**config.mk**
```make
export PLATFORM = sky130hd
export DESIGN_NAME = alu_compare_execute
export DESIGN_NICKNAME = d
export VERILOG_FILES = /design/src/hw/ace_pkg.sv /design/src/hw/alu_compare_execute.sv /design/src/hw/ace_alu.sv
export SDC_FILE = /design/constraint.sdc
export NUM_CORES = 2
export LEC_CHECK = 0
export BUFFER_PORTS_ARGS = -buffer_cell sky130_fd_sc_hd__buf_2
export CAP_MARGIN = 20
export CORE_MARGIN = 10
export CORE_UTILIZATION = 45
export CTS_CLUSTER_DIAMETER = 80
export CTS_CLUSTER_SIZE = 20
export DETAILED_ROUTE_END_ITERATION = 6
export SYNTH_ARGS = -nofsm -noshare
export SYNTH_HDL_FRONTEND = slang
export SYNTH_SLANG_ARGS = --single-unit
```
**constraint.sdc**
```tcl
create_clock -name clock -period 5.5 [get_ports clock]
set_input_delay 0.55 -clock clock [delete_from_list [all_inputs] [get_ports clock]]
set_output_delay 0.55 -clock clock [all_outputs]
set_load 0.02 [all_outputs]
```
**src/hw/ace_pkg.sv**
```systemverilog
// ============================================================
// package for the conditional add, logic, shift and compare slice
// ============================================================
// Purpose: opcodes, field positions, operation codes and carriers
// Assumes: 16-bit instruction word, sixteen 32-bit registers
// Notes: shared by the execute top and its compute unit
package ace_pkg;

    // widths and field positions
    localparam int ACE_DATA_W = 32;
    localparam int ACE_REG_N = 16;
    localparam int ACE_OPC_HI = 15;
    localparam int ACE_OPC_LO = 8;
    localparam int ACE_DST_HI = 7;
    localparam int ACE_DST_LO = 4;
    localparam int ACE_LOW_HI = 3;
    localparam int ACE_LOW_LO = 0;
    localparam int ACE_SHAMT_W = 6;
    localparam logic [5:0] ACE_SHAMT_MAX = 6'h1F;
    localparam logic [31:0] ACE_REG_RESET = 32'h0000_0000;
    localparam logic ACE_TF_RESET = 1'h0;

    // opcode byte values, instruction bits 15..8
    localparam logic [7:0] ACE_OPC_ADDIT = 8'h3E;
    localparam logic [7:0] ACE_OPC_ADDT = 8'h3F;
    localparam logic [7:0] ACE_OPC_AND = 8'h25;
    localparam logic [7:0] ACE_OPC_ASRI = 8'h0F;
    localparam logic [7:0] ACE_OPC_CMPEQ = 8'h31;
    localparam logic [7:0] ACE_OPC_CMPEQI = 8'h30;
    localparam logic [7:0] ACE_OPC_CMPGT = 8'h35;
    localparam logic [7:0] ACE_OPC_CMPHS = 8'h32;
    localparam logic [7:0] ACE_OPC_CMPLS = 8'h33;
    localparam logic [7:0] ACE_OPC_CMPLT = 8'h34;
    localparam logic [7:0] ACE_OPC_ASR = 8'h0E;
    localparam logic [7:0] ACE_OPC_CMPGTI = 8'h37;
    localparam logic [7:0] ACE_OPC_CMPLTI = 8'h36;
    // and-immediate occupies a whole top nibble
    localparam logic [3:0] ACE_NIB_ANDI = 4'h5;

    // decoded operation
    typedef enum logic [3:0] {
        ACE_OP_NONE, ACE_OP_ADDIT, ACE_OP_ADDT, ACE_OP_AND, ACE_OP_ANDI,
        ACE_OP_ASR, ACE_OP_ASRI, ACE_OP_CMPEQ, ACE_OP_CMPEQI, ACE_OP_CMPGT,
        ACE_OP_CMPGTI, ACE_OP_CMPHS, ACE_OP_CMPLS, ACE_OP_CMPLT, ACE_OP_CMPLTI
    } ace_op_t;

    // instruction fields
    typedef struct packed {
        logic [7:0] opcode;
        logic [3:0] dst;
        logic [3:0] low;
    } ace_fields_t;

    // compute unit answer
    typedef struct packed {
        logic [31:0] value;
        logic wr;
        logic tf;
        logic tf_wr;
    } ace_alu_out_t;

endpackage : ace_pkg

```
**src/hw/alu_compare_execute.sv**
```systemverilog
// Purpose: execute conditional adds, and, shifts and compares
// Assumes: one instruction per cycle, operands from local registers
// Notes: register file and true/false flag live here
`timescale 1ns/100ps

module alu_compare_execute (
    input wire logic clock,
    input wire logic nrst,
    input wire logic instr_valid,
    input wire logic [15:0] instr,
    input wire logic load_en,
    input wire logic [3:0] load_index,
    input wire logic [31:0] load_data,
    input wire logic [3:0] read_index,
    output logic [31:0] read_data,
    output logic true_false_flag,
    output logic done,
    output logic illegal
);
    import ace_pkg::*;

    // ============================================================
    // field extraction and decode
    // ============================================================
    ace_fields_t fld;
    ace_op_t dec_op;
    ace_alu_out_t alu_res;
    logic [31:0] reg_file [ACE_REG_N];
    logic tf_reg;
    logic [31:0] read_data_reg;
    logic done_reg;
    logic illegal_reg;

    assign fld = instr;
    wire logic [3:0] dst_idx = fld.dst;
    wire logic [3:0] src_idx = fld.low;
    wire logic [7:0] unsigned_imm_eight = {instr[11:8], instr[3:0]};
    wire logic is_andi = instr[15:12] == ACE_NIB_ANDI;

    assign dec_op = is_andi ? ACE_OP_ANDI :
        (fld.opcode == ACE_OPC_ADDIT) ? ACE_OP_ADDIT :
        (fld.opcode == ACE_OPC_ADDT) ? ACE_OP_ADDT :
        (fld.opcode == ACE_OPC_AND) ? ACE_OP_AND :
        (fld.opcode == ACE_OPC_ASR) ? ACE_OP_ASR :
        (fld.opcode == ACE_OPC_ASRI) ? ACE_OP_ASRI :
        (fld.opcode == ACE_OPC_CMPEQ) ? ACE_OP_CMPEQ :
        (fld.opcode == ACE_OPC_CMPEQI) ? ACE_OP_CMPEQI :
        (fld.opcode == ACE_OPC_CMPGT) ? ACE_OP_CMPGT :
        (fld.opcode == ACE_OPC_CMPGTI) ? ACE_OP_CMPGTI :
        (fld.opcode == ACE_OPC_CMPHS) ? ACE_OP_CMPHS :
        (fld.opcode == ACE_OPC_CMPLS) ? ACE_OP_CMPLS :
        (fld.opcode == ACE_OPC_CMPLT) ? ACE_OP_CMPLT :
        (fld.opcode == ACE_OPC_CMPLTI) ? ACE_OP_CMPLTI : ACE_OP_NONE;

    // operand read and write qualifiers
    wire logic [31:0] d_val = reg_file[dst_idx];
    wire logic [31:0] s_val = reg_file[src_idx];
    wire logic go = instr_valid && (dec_op != ACE_OP_NONE);
    wire logic bad = instr_valid && (dec_op == ACE_OP_NONE);
    wire logic res_wr = go && alu_res.wr;
    wire logic flag_wr = go && alu_res.tf_wr;
    wire logic host_wr = load_en && !instr_valid;

    // ============================================================
    // compute unit
    // ============================================================
    // adds gated by flag inside the unit
    ace_alu u_alu (
        .op(dec_op),
        .d_val(d_val),
        .s_val(s_val),
        .low(fld.low),
        .unsigned_imm_eight(unsigned_imm_eight),
        .tf_in(tf_reg),
        .res(alu_res)
    );

    // ============================================================
    // register file
    // ============================================================
    // one writable entry per register; instruction beats load port
    for (genvar g = 0; g < ACE_REG_N; g++) begin : g_reg
        wire logic hit_exec = res_wr && (dst_idx == 4'(g));
        wire logic hit_load = host_wr && (load_index == 4'(g));
        always_ff @(posedge clock or negedge nrst) begin
            if (!nrst) begin
                reg_file[g] <= ACE_REG_RESET;
            end else if (hit_exec) begin
                reg_file[g] <= alu_res.value;
            end else if (hit_load) begin
                reg_file[g] <= load_data;
            end
        end
    end

    // ============================================================
    // flag and outputs
    // ============================================================
    // flag written only by compares
    always_ff @(posedge clock or negedge nrst) begin
        if (!nrst) begin
            tf_reg <= ACE_TF_RESET;
        end else if (flag_wr) begin
            tf_reg <= alu_res.tf;
        end
    end

    // registered read port and status pulses
    always_ff @(posedge clock or negedge nrst) begin
        if (!nrst) begin
            read_data_reg <= ACE_REG_RESET;
            done_reg <= 1'b0;
            illegal_reg <= 1'b0;
        end else begin
            read_data_reg <= reg_file[read_index];
            done_reg <= go;
            illegal_reg <= bad;
        end
    end

    assign read_data = read_data_reg;
    assign true_false_flag = tf_reg;
    assign done = done_reg;
    assign illegal = illegal_reg;

    // independent reference values for the checks
    wire logic [31:0] chk_simm = {{28{fld.low[3]}}, fld.low};
    wire logic [31:0] chk_sum_imm = d_val + chk_simm;
    wire logic [31:0] chk_sum_reg = d_val + s_val;
    wire logic [31:0] chk_and = d_val & s_val;
    wire logic [31:0] chk_andi = d_val & {24'h000000, unsigned_imm_eight};
    wire logic [31:0] chk_sign = {32{d_val[31]}};
    wire logic chk_lt = $signed(d_val) < $signed(s_val);
    wire logic chk_cmp = (dec_op >= ACE_OP_CMPEQ);
    wire logic [5:0] chk_amt = s_val[5:0];
    // shift references built from a logical shift plus a sign mask
    wire logic [31:0] chk_fill = ~(32'hFFFF_FFFF >> chk_amt[4:0]);
    wire logic [31:0] chk_asr = (d_val >> chk_amt[4:0]) | (chk_sign & chk_fill);
    wire logic [31:0] chk_fill_imm = ~(32'hFFFF_FFFF >> fld.low);
    wire logic [31:0] chk_asri = (d_val >> fld.low) | (chk_sign & chk_fill_imm);
    // signed order through a flipped sign bit and an unsigned compare
    wire logic [31:0] chk_d_bias = {~d_val[31], d_val[30:0]};
    wire logic [31:0] chk_s_bias = {~s_val[31], s_val[30:0]};
    wire logic [31:0] chk_i_bias = {~chk_simm[31], chk_simm[30:0]};
    wire logic chk_eqi = d_val == chk_simm;
    wire logic chk_gt = chk_d_bias > chk_s_bias;
    wire logic chk_gti = chk_d_bias > chk_i_bias;
    wire logic chk_lti = chk_d_bias < chk_i_bias;
    wire logic chk_hs = !(d_val < s_val);
    wire logic chk_ls = !(d_val > s_val);
endmodule : alu_compare_execute

```
**src/hw/ace_alu.sv**
```systemverilog
// Purpose: combinational compute for one decoded operation
// Assumes: operands already read from the register file
// Notes: no state; the top decides when results are stored
`timescale 1ns/100ps

module ace_alu (
    input wire ace_pkg::ace_op_t op,
    input wire logic [31:0] d_val,
    input wire logic [31:0] s_val,
    input wire logic [3:0] low,
    input wire logic [7:0] unsigned_imm_eight,
    input wire logic tf_in,
    output ace_pkg::ace_alu_out_t res
);
    import ace_pkg::*;

    // ============================================================
    // operand shaping
    // ============================================================
    // immediates and shifts
    wire logic [31:0] simm_ext = {{28{low[3]}}, low};
    wire logic [31:0] uimm_ext = {24'h000000, unsigned_imm_eight};
    wire logic [5:0] shamt = s_val[5:0];
    wire logic [31:0] asr_small = 32'($signed(d_val) >>> shamt[4:0]);
    wire logic [31:0] asr_dyn = (shamt > ACE_SHAMT_MAX) ? {32{d_val[31]}} : asr_small;
    wire logic [31:0] asr_imm = 32'($signed(d_val) >>> low);
    wire logic s_gt = $signed(d_val) > $signed(s_val);
    wire logic s_lt = $signed(d_val) < $signed(s_val);
    wire logic i_gt = $signed(d_val) > $signed(simm_ext);
    wire logic i_lt = $signed(d_val) < $signed(simm_ext);

    // ============================================================
    // operation select
    // ============================================================
    // value and write strobes per operation
    always_comb begin
        res = '0;
        case (op)
            ACE_OP_ADDIT: begin
                res.value = d_val + simm_ext;
                res.wr = tf_in;
            end
            ACE_OP_ADDT: begin
                res.value = d_val + s_val;
                res.wr = tf_in;
            end
            ACE_OP_AND: begin
                res.value = d_val & s_val;
                res.wr = 1'b1;
            end
            ACE_OP_ANDI: begin
                res.value = d_val & uimm_ext;
                res.wr = 1'b1;
            end
            ACE_OP_ASR: begin
                res.value = asr_dyn;
                res.wr = 1'b1;
            end
            ACE_OP_ASRI: begin
                res.value = asr_imm;
                res.wr = 1'b1;
            end
            ACE_OP_CMPEQ: begin
                res.tf = d_val == s_val;
                res.tf_wr = 1'b1;
            end
            ACE_OP_CMPEQI: begin
                res.tf = d_val == simm_ext;
                res.tf_wr = 1'b1;
            end
            ACE_OP_CMPGT: begin
                res.tf = s_gt;
                res.tf_wr = 1'b1;
            end
            ACE_OP_CMPGTI: begin
                res.tf = i_gt;
                res.tf_wr = 1'b1;
            end
            ACE_OP_CMPHS: begin
                res.tf = d_val >= s_val;
                res.tf_wr = 1'b1;
            end
            ACE_OP_CMPLS: begin
                res.tf = d_val <= s_val;
                res.tf_wr = 1'b1;
            end
            ACE_OP_CMPLT: begin
                res.tf = s_lt;
                res.tf_wr = 1'b1;
            end
            ACE_OP_CMPLTI: begin
                res.tf = i_lt;
                res.tf_wr = 1'b1;
            end
            default: begin
                res = '0;
            end
        endcase
    end

endmodule : ace_alu

```
Yosys cells after proc, flatten, opt, wreduce, memory -nomap -nowiden

Cells that the tools add are included.

Logic and storage cells: 215
Latch bits: 0
Memories kept: 0
RAM bits: 0
Bits in read-only memories: 0
Flip-flop bits (word level): 547

Bitwise logic cells: 5
Eq/ne operators: 60
Multipliers: 0
Multiplexer cells: 58
Reduce and logical (&&, ||, !) cells: 58
Add/sub/neg operators: 2
Divide/modulo/power cells: 0
Shift operators: 2
$lt $le $gt $ge: 10

Operators with widths:

| kind                                                             | count |
|---|---|
| 32-bit 2-to-1 mux                                                | 39 |
| 32-bit binary-select mux with 4-bit select                       | 3 |
| 33-bit case mux with 6 select lines                              | 1 |
| 4-bit == test (second input constant)                            | 23 |
| 8-bit by 6-bit == test with 1-bit output (second input constant) | 11 |
| 32-bit adder                                                     | 2 |
| 32-bit == test                                                   | 2 |
| 4-bit 2-to-1 mux                                                 | 14 |
| 4-bit by 3-bit == test with 1-bit output (second input constant) | 13 |
| 1-bit logical AND                                                | 37 |
| 32-bit bitwise AND                                               | 1 |
| 32-bit by 8-bit bitwise AND with 32-bit output                   | 1 |
| 32-bit greater-or-equal comparator                               | 1 |
| 32-bit greater-than comparator                                   | 1 |
| 32-bit by 4-bit greater-than comparator with 1-bit output        | 1 |
| 32-bit less-or-equal comparator                                  | 1 |
| 32-bit < comparator                                              | 1 |
| 32-bit by 4-bit < comparator with 1-bit output                   | 1 |
| 2-bit nonzero test                                               | 16 |
| 32-bit by 4-bit >>> shifter with 32-bit output                   | 1 |
| 32-bit by 5-bit >>> shifter with 32-bit output                   | 1 |
| 4-bit by 2-bit == test with 1-bit output (second input constant) | 6 |
| 8-bit by 4-bit == test with 1-bit output (second input constant) | 2 |
| 2-bit case mux with 8 select lines                               | 1 |
| other kinds (7)                                                  | 15 |

Depth between registers and ports, before layout

Depth after elaboration: 20
Depth in mapped cells: 25
Mapped depth without buffers: 19

Modules after synthesis

From an unflattened synthesis, not the netlist that was laid out.

Cell total of the unflattened synthesis: 3,542
Area total of the unflattened synthesis: 45,367.3 µm²

Modules (own cells, without submodules):

| module              | times used | cells each | sequential area each (µm²) | area an instance (µm²) |
|---|---|---|---|---|
| alu_compare_execute | 1          | 2,432      | 13,688.1                   | 37,753.7 |
| ace_alu             | 1          | 1,110      | 0.0                        | 7,613.6 |

Worst setup path after synthesis

No wires, ideal clock.

Path type: input-to-reg
Start point: in instr[0]
End point: reg reg_file[151] in the netlist's numbering
Setup slack: -0.785 ns
Stages on the path: 24
Arrival time: 6.152 ns
Setup time: 0.133 ns
Data required time: 5.367 ns
Cell sequence: buf_2 > buf_4 > buf_4 > buf_4 > buf_2 > buf_1 > clkbuf_1 > buf_2 > mux4_2 > mux4_2 > inv_1 > o21ai_0 > ha_1 > a21oi_1 > a21o_1 > a211o_1 > a21oi_1 > o21bai_1 > o21ai_0 > xnor2_1 > nor2_1 > a2111oi_2 > buf_2 > a21oi_1

Word-level cells in the longest chain between the ends: 8

RTL lines:

| element                                              | line                      | text |
|---|---|---|
| from (decl)                                          | alu_compare_execute.sv:10 | `input wire logic [15:0] instr,` |
| branches (longest 6 deep; another with 32-bit adder) | --                        |  |
| 33-bit case mux with 6 select lines (*)              | ace_alu.sv:38             | `case (op)` |
| 32-bit 2-to-1 mux (*)                                | alu_compare_execute.sv:88 | `end else if (hit_exec) begin` |
| to (signal, indexed assignment)                      | alu_compare_execute.sv:89 | `reg_file[g] <= alu_res.value;` |
| to (signal, indexed assignment)                      | alu_compare_execute.sv:91 | `reg_file[g] <= load_data;` |
| to (decl)                                            | alu_compare_execute.sv:28 | `logic [31:0] reg_file [ACE_REG_N];` |

Mark *: on every way between the ends. The select of a mux whose other input is x is not followed.
A chain may end at the register's enable or synchronous reset.

Worst setup path in the final report

Start point: reg reg_file[161] in the netlist's numbering
End point: reg reg_file[157] in the netlist's numbering

Word-level cells in the longest chain between the ends: 7

RTL lines:

| element                                              | line |
|---|---|
| branches (longest 5 deep; another with 32-bit adder) | -- |
| 33-bit case mux with 6 select lines (*)              | ace_alu.sv:38 |
| 32-bit 2-to-1 mux (*)                                | alu_compare_execute.sv:88 |

Marks and branches as above.

==> impl_metrics.ini <==
[outcome]
status = completed

[pwr]
powerDensity_nw_per_um2 = 326
p_comb_frac = 0.419
seq_power_share = 0.370
power.internal_mw = 9.32
power_frac_clock = 0.211
switching_power_mw = 6.00
p_leak_nw = 19.3
ir_drop_v = 0.000239
swShare = 0.392

[worst_setup_path]
cp-end-kind = register
path_buf_inv = 3
cp.required_ns = 5.99
cp_slowest_stage_delay_ns = 0.49
cpMaxStageDelayCell = mux4_2
start_kind = register
critPathTopFamily = compound AO/OA/AOI/OAI gates
worstSetupPathType = reg -> reg
crit_path_cell_trace = mux4_2 -> a22o_1 -> a221o_1 -> inv_2 -> o21ai_0 -> ha_1 -> a211oi_1 -> buf_4 -> o211ai_1 -> a41oi_2 -> a21oi_1 -> o21bai_1 -> o21ai_1 -> a211oi_2 -> nor4_1 -> a311oi_2 -> buf_4 -> o21ai_0
cp_max_fo = 16
worstPathArrival_ns = 5.56

[synth]
synth_commonest_cells = dfrtp_1, o21ai_0, mux4_2
synth-seq-cells = 547
async_flop_share = 1.00
synth_edf_count = 0
yosys-top-cells-area = dfrtp_1, mux4_2, a22oi_1
yosysWarningCount = 0
synth_top_area_cell = dfrtp_1
synth_flop_cell = dfrtp_1
synth_top_area_frac = 0.322
syn-num-nets = 4150
synthCells = 3957
synth_most_common_cell = dfrtp_1
syn_area_per_cell_sq_um = 10.8
syn_area_sq_um = 42600
netlist-cell-type-count = 92
yosysSeqAreaShare = 0.322

[placement]
place_hpwl_microns = 128000
portBuffers = 94
dp_cells = 5152
dpl_cell_area_sq_um = 45700
gp_congestion = 1.03

[sta]
rsz0062_at_grt = no
skew_ns = 0.0297
slew_headroom = 0.166
setup_viol = 0
max_freq_mhz = 197
fin_crit_sh = 0.923
slew_violations = 0
hold_viol = 0
setup_tns_ns = 0
worst_slew_pin_slew_ns = 1.25
fin_crit_ns = 5.07

[detailed_routing]
vias = 39700
finalWirelength_microns = 195000
vias_per_cell = 7.60
remaining_drc_errors = 0
ant_nets = 0
dr.pass1.iters = 6
first_iter_violations = 6765
wl_per_cell_microns = 37.3

[die]
die_x_microns = 328
fp.dieH_microns = 328
placeableCoreArea_sq_um = 93600
pin_count = 95
die_area_sq_um = 107000
start_util = 0.455
rows = 112

[clocking]
clk_latency_ns = 0.66
cts_inserted_buffers = 40
cts_hold_buf = 1
cts_sinks = 547
clk_pin_slew_worst_paths_ns = 0.09
ctsResizeCount = 0
h-tree-depth = 2
postCtsSetupBuffers = 0
cts_tree = built
cts_root_buf = clkbuf_16
cts_buffer_depth = 3

[final_layout]
final_cells = 5229
largest_register_ffs = 512
final_area_sq_um = 47000
layout-drive-gt1-share = 0.256
fin_nets = 4134
area.growth.synth_to_final_pct = 10.5

[grt]
grt_pass1_wl_microns = 279000
grt_pass1_vias = 38000
grt_use_total = 0.354
grt_max_degree = 141
grt_remaining_overflow = 0
antenna_found_initial = 18

[job]
drv_cap = 0

[worst_hold_path]
hold_class = in -> reg
[layout by cell type, fill, tap and decap left out, types with 16 or more instances in the layout]
master / count
a211oi_1: 136
a21o_1: 43
a21oi_1: 249
a221oi_1: 19
a22o_1: 25
a22oi_1: 421
and2_1: 16
buf_12: 38
buf_2: 85
buf_4: 249
clkbuf_16: 41
dfrtp_1: 547
ha_1: 132
inv_1: 68
mux2_2: 40
mux2i_1: 82
mux4_1: 20
mux4_2: 437
nand2_1: 142
nand3_1: 27
nand4_1: 23
nor2_1: 133
nor2_4: 27
nor2b_1: 135
nor3_1: 27
o21ai_0: 461
o21ai_1: 19
xnor2_1: 17
[layer usage]
layer  track usage  part of all wire  up-vias
met2         0.508              0.42     3356
met1         0.457              0.36    19900
li1              -                 -    15600
met3         0.127              0.14      855
met4         0.209             0.074       14
met5             0           0.00050        -
[worst paths after layout]
| check | startpoint | endpoint | slack (ns) | depth (start not counted) |
|---|---|---|---|---|
| min | load_data[4] | reg_file[100] | 0.40 | 3 |
| max in group asynchronous | nrst | reg_file[83] | 3.47 | 3 |
| max reg2reg | reg_file[161] | reg_file[157] | 0.43 | 18 |
| min reg2reg | reg_file[456] | reg_file[456] | 0.55 | 2 |
| max | reg_file[161] | reg_file[157] | 0.43 | 18 |
| min in group asynchronous | nrst | reg_file[168] | 0.52 | 2 |
[cell families (layout without fill, tap and decap cells)]
| logic type | count (synthesis) | count (layout) | share of synthesized area |
|---|---|---|---|
| AOI/OAI and AO/OA | 1541 | 1541 | 0.236 |
| and+or+nand+nor | 611 | 611 | 0.0708 |
| muxes | 580 | 580 | 0.274 |
| DFF | 547 | 547 | 0.322 |
| buffers and inverters | 516 | 521 | 0.0527 |
| adders and majority gates | 133 | 133 | 0.0393 |
| xor gates and xnor gates | 29 | 29 | 0.00597 |
| other | 0 | 13 | 0 |
[through the flow]
step	hold WS (ns)	power (mW)	utilization	setup slack, ns
2_1_floorplan	0.254	9.71	-	0.00235
3_3_place_gp	0.521	11.8	0.487	0.103
3_5_place_dp	0.534	11.9	0.488	0.0313
4_1_cts	0.369	15.1	0.502	0.546
5_1_grt	0.425	16.0	0.502	0.223
6_report	0.398	15.3	0.502	0.426
[tightest hold or removal path, stage by stage]
cell and delay (ns):
buf_2 0.27, a22oi_1 0.13, o21ai_0 0.07
[power groups by stage]
stage / registers, mW / clock network, mW / logic, mW
after global routing: 5.75 / 3.40 / 6.81
after floorplan: 5.48 / 0 / 4.23
final: 5.67 / 3.23 / 6.41
after detailed placement: 5.67 / 0 / 6.21
after CTS: 5.61 / 3.26 / 6.24
after global placement: 5.65 / 0 / 6.16
[cell type report]
class | instances | area, sq um
fill | 8427 | 46600
multi-input combinational | 2894 | 27000
sequential | 547 | 13700
timing repair buffer | 381 | 3190
tap | 1254 | 1570
clock buffer | 48 | 1080
inverter | 77 | 292
clock inverter | 15 | 198
antenna | 13 | 32.5
No activity file was read; power rests on OpenSTA's default activity.
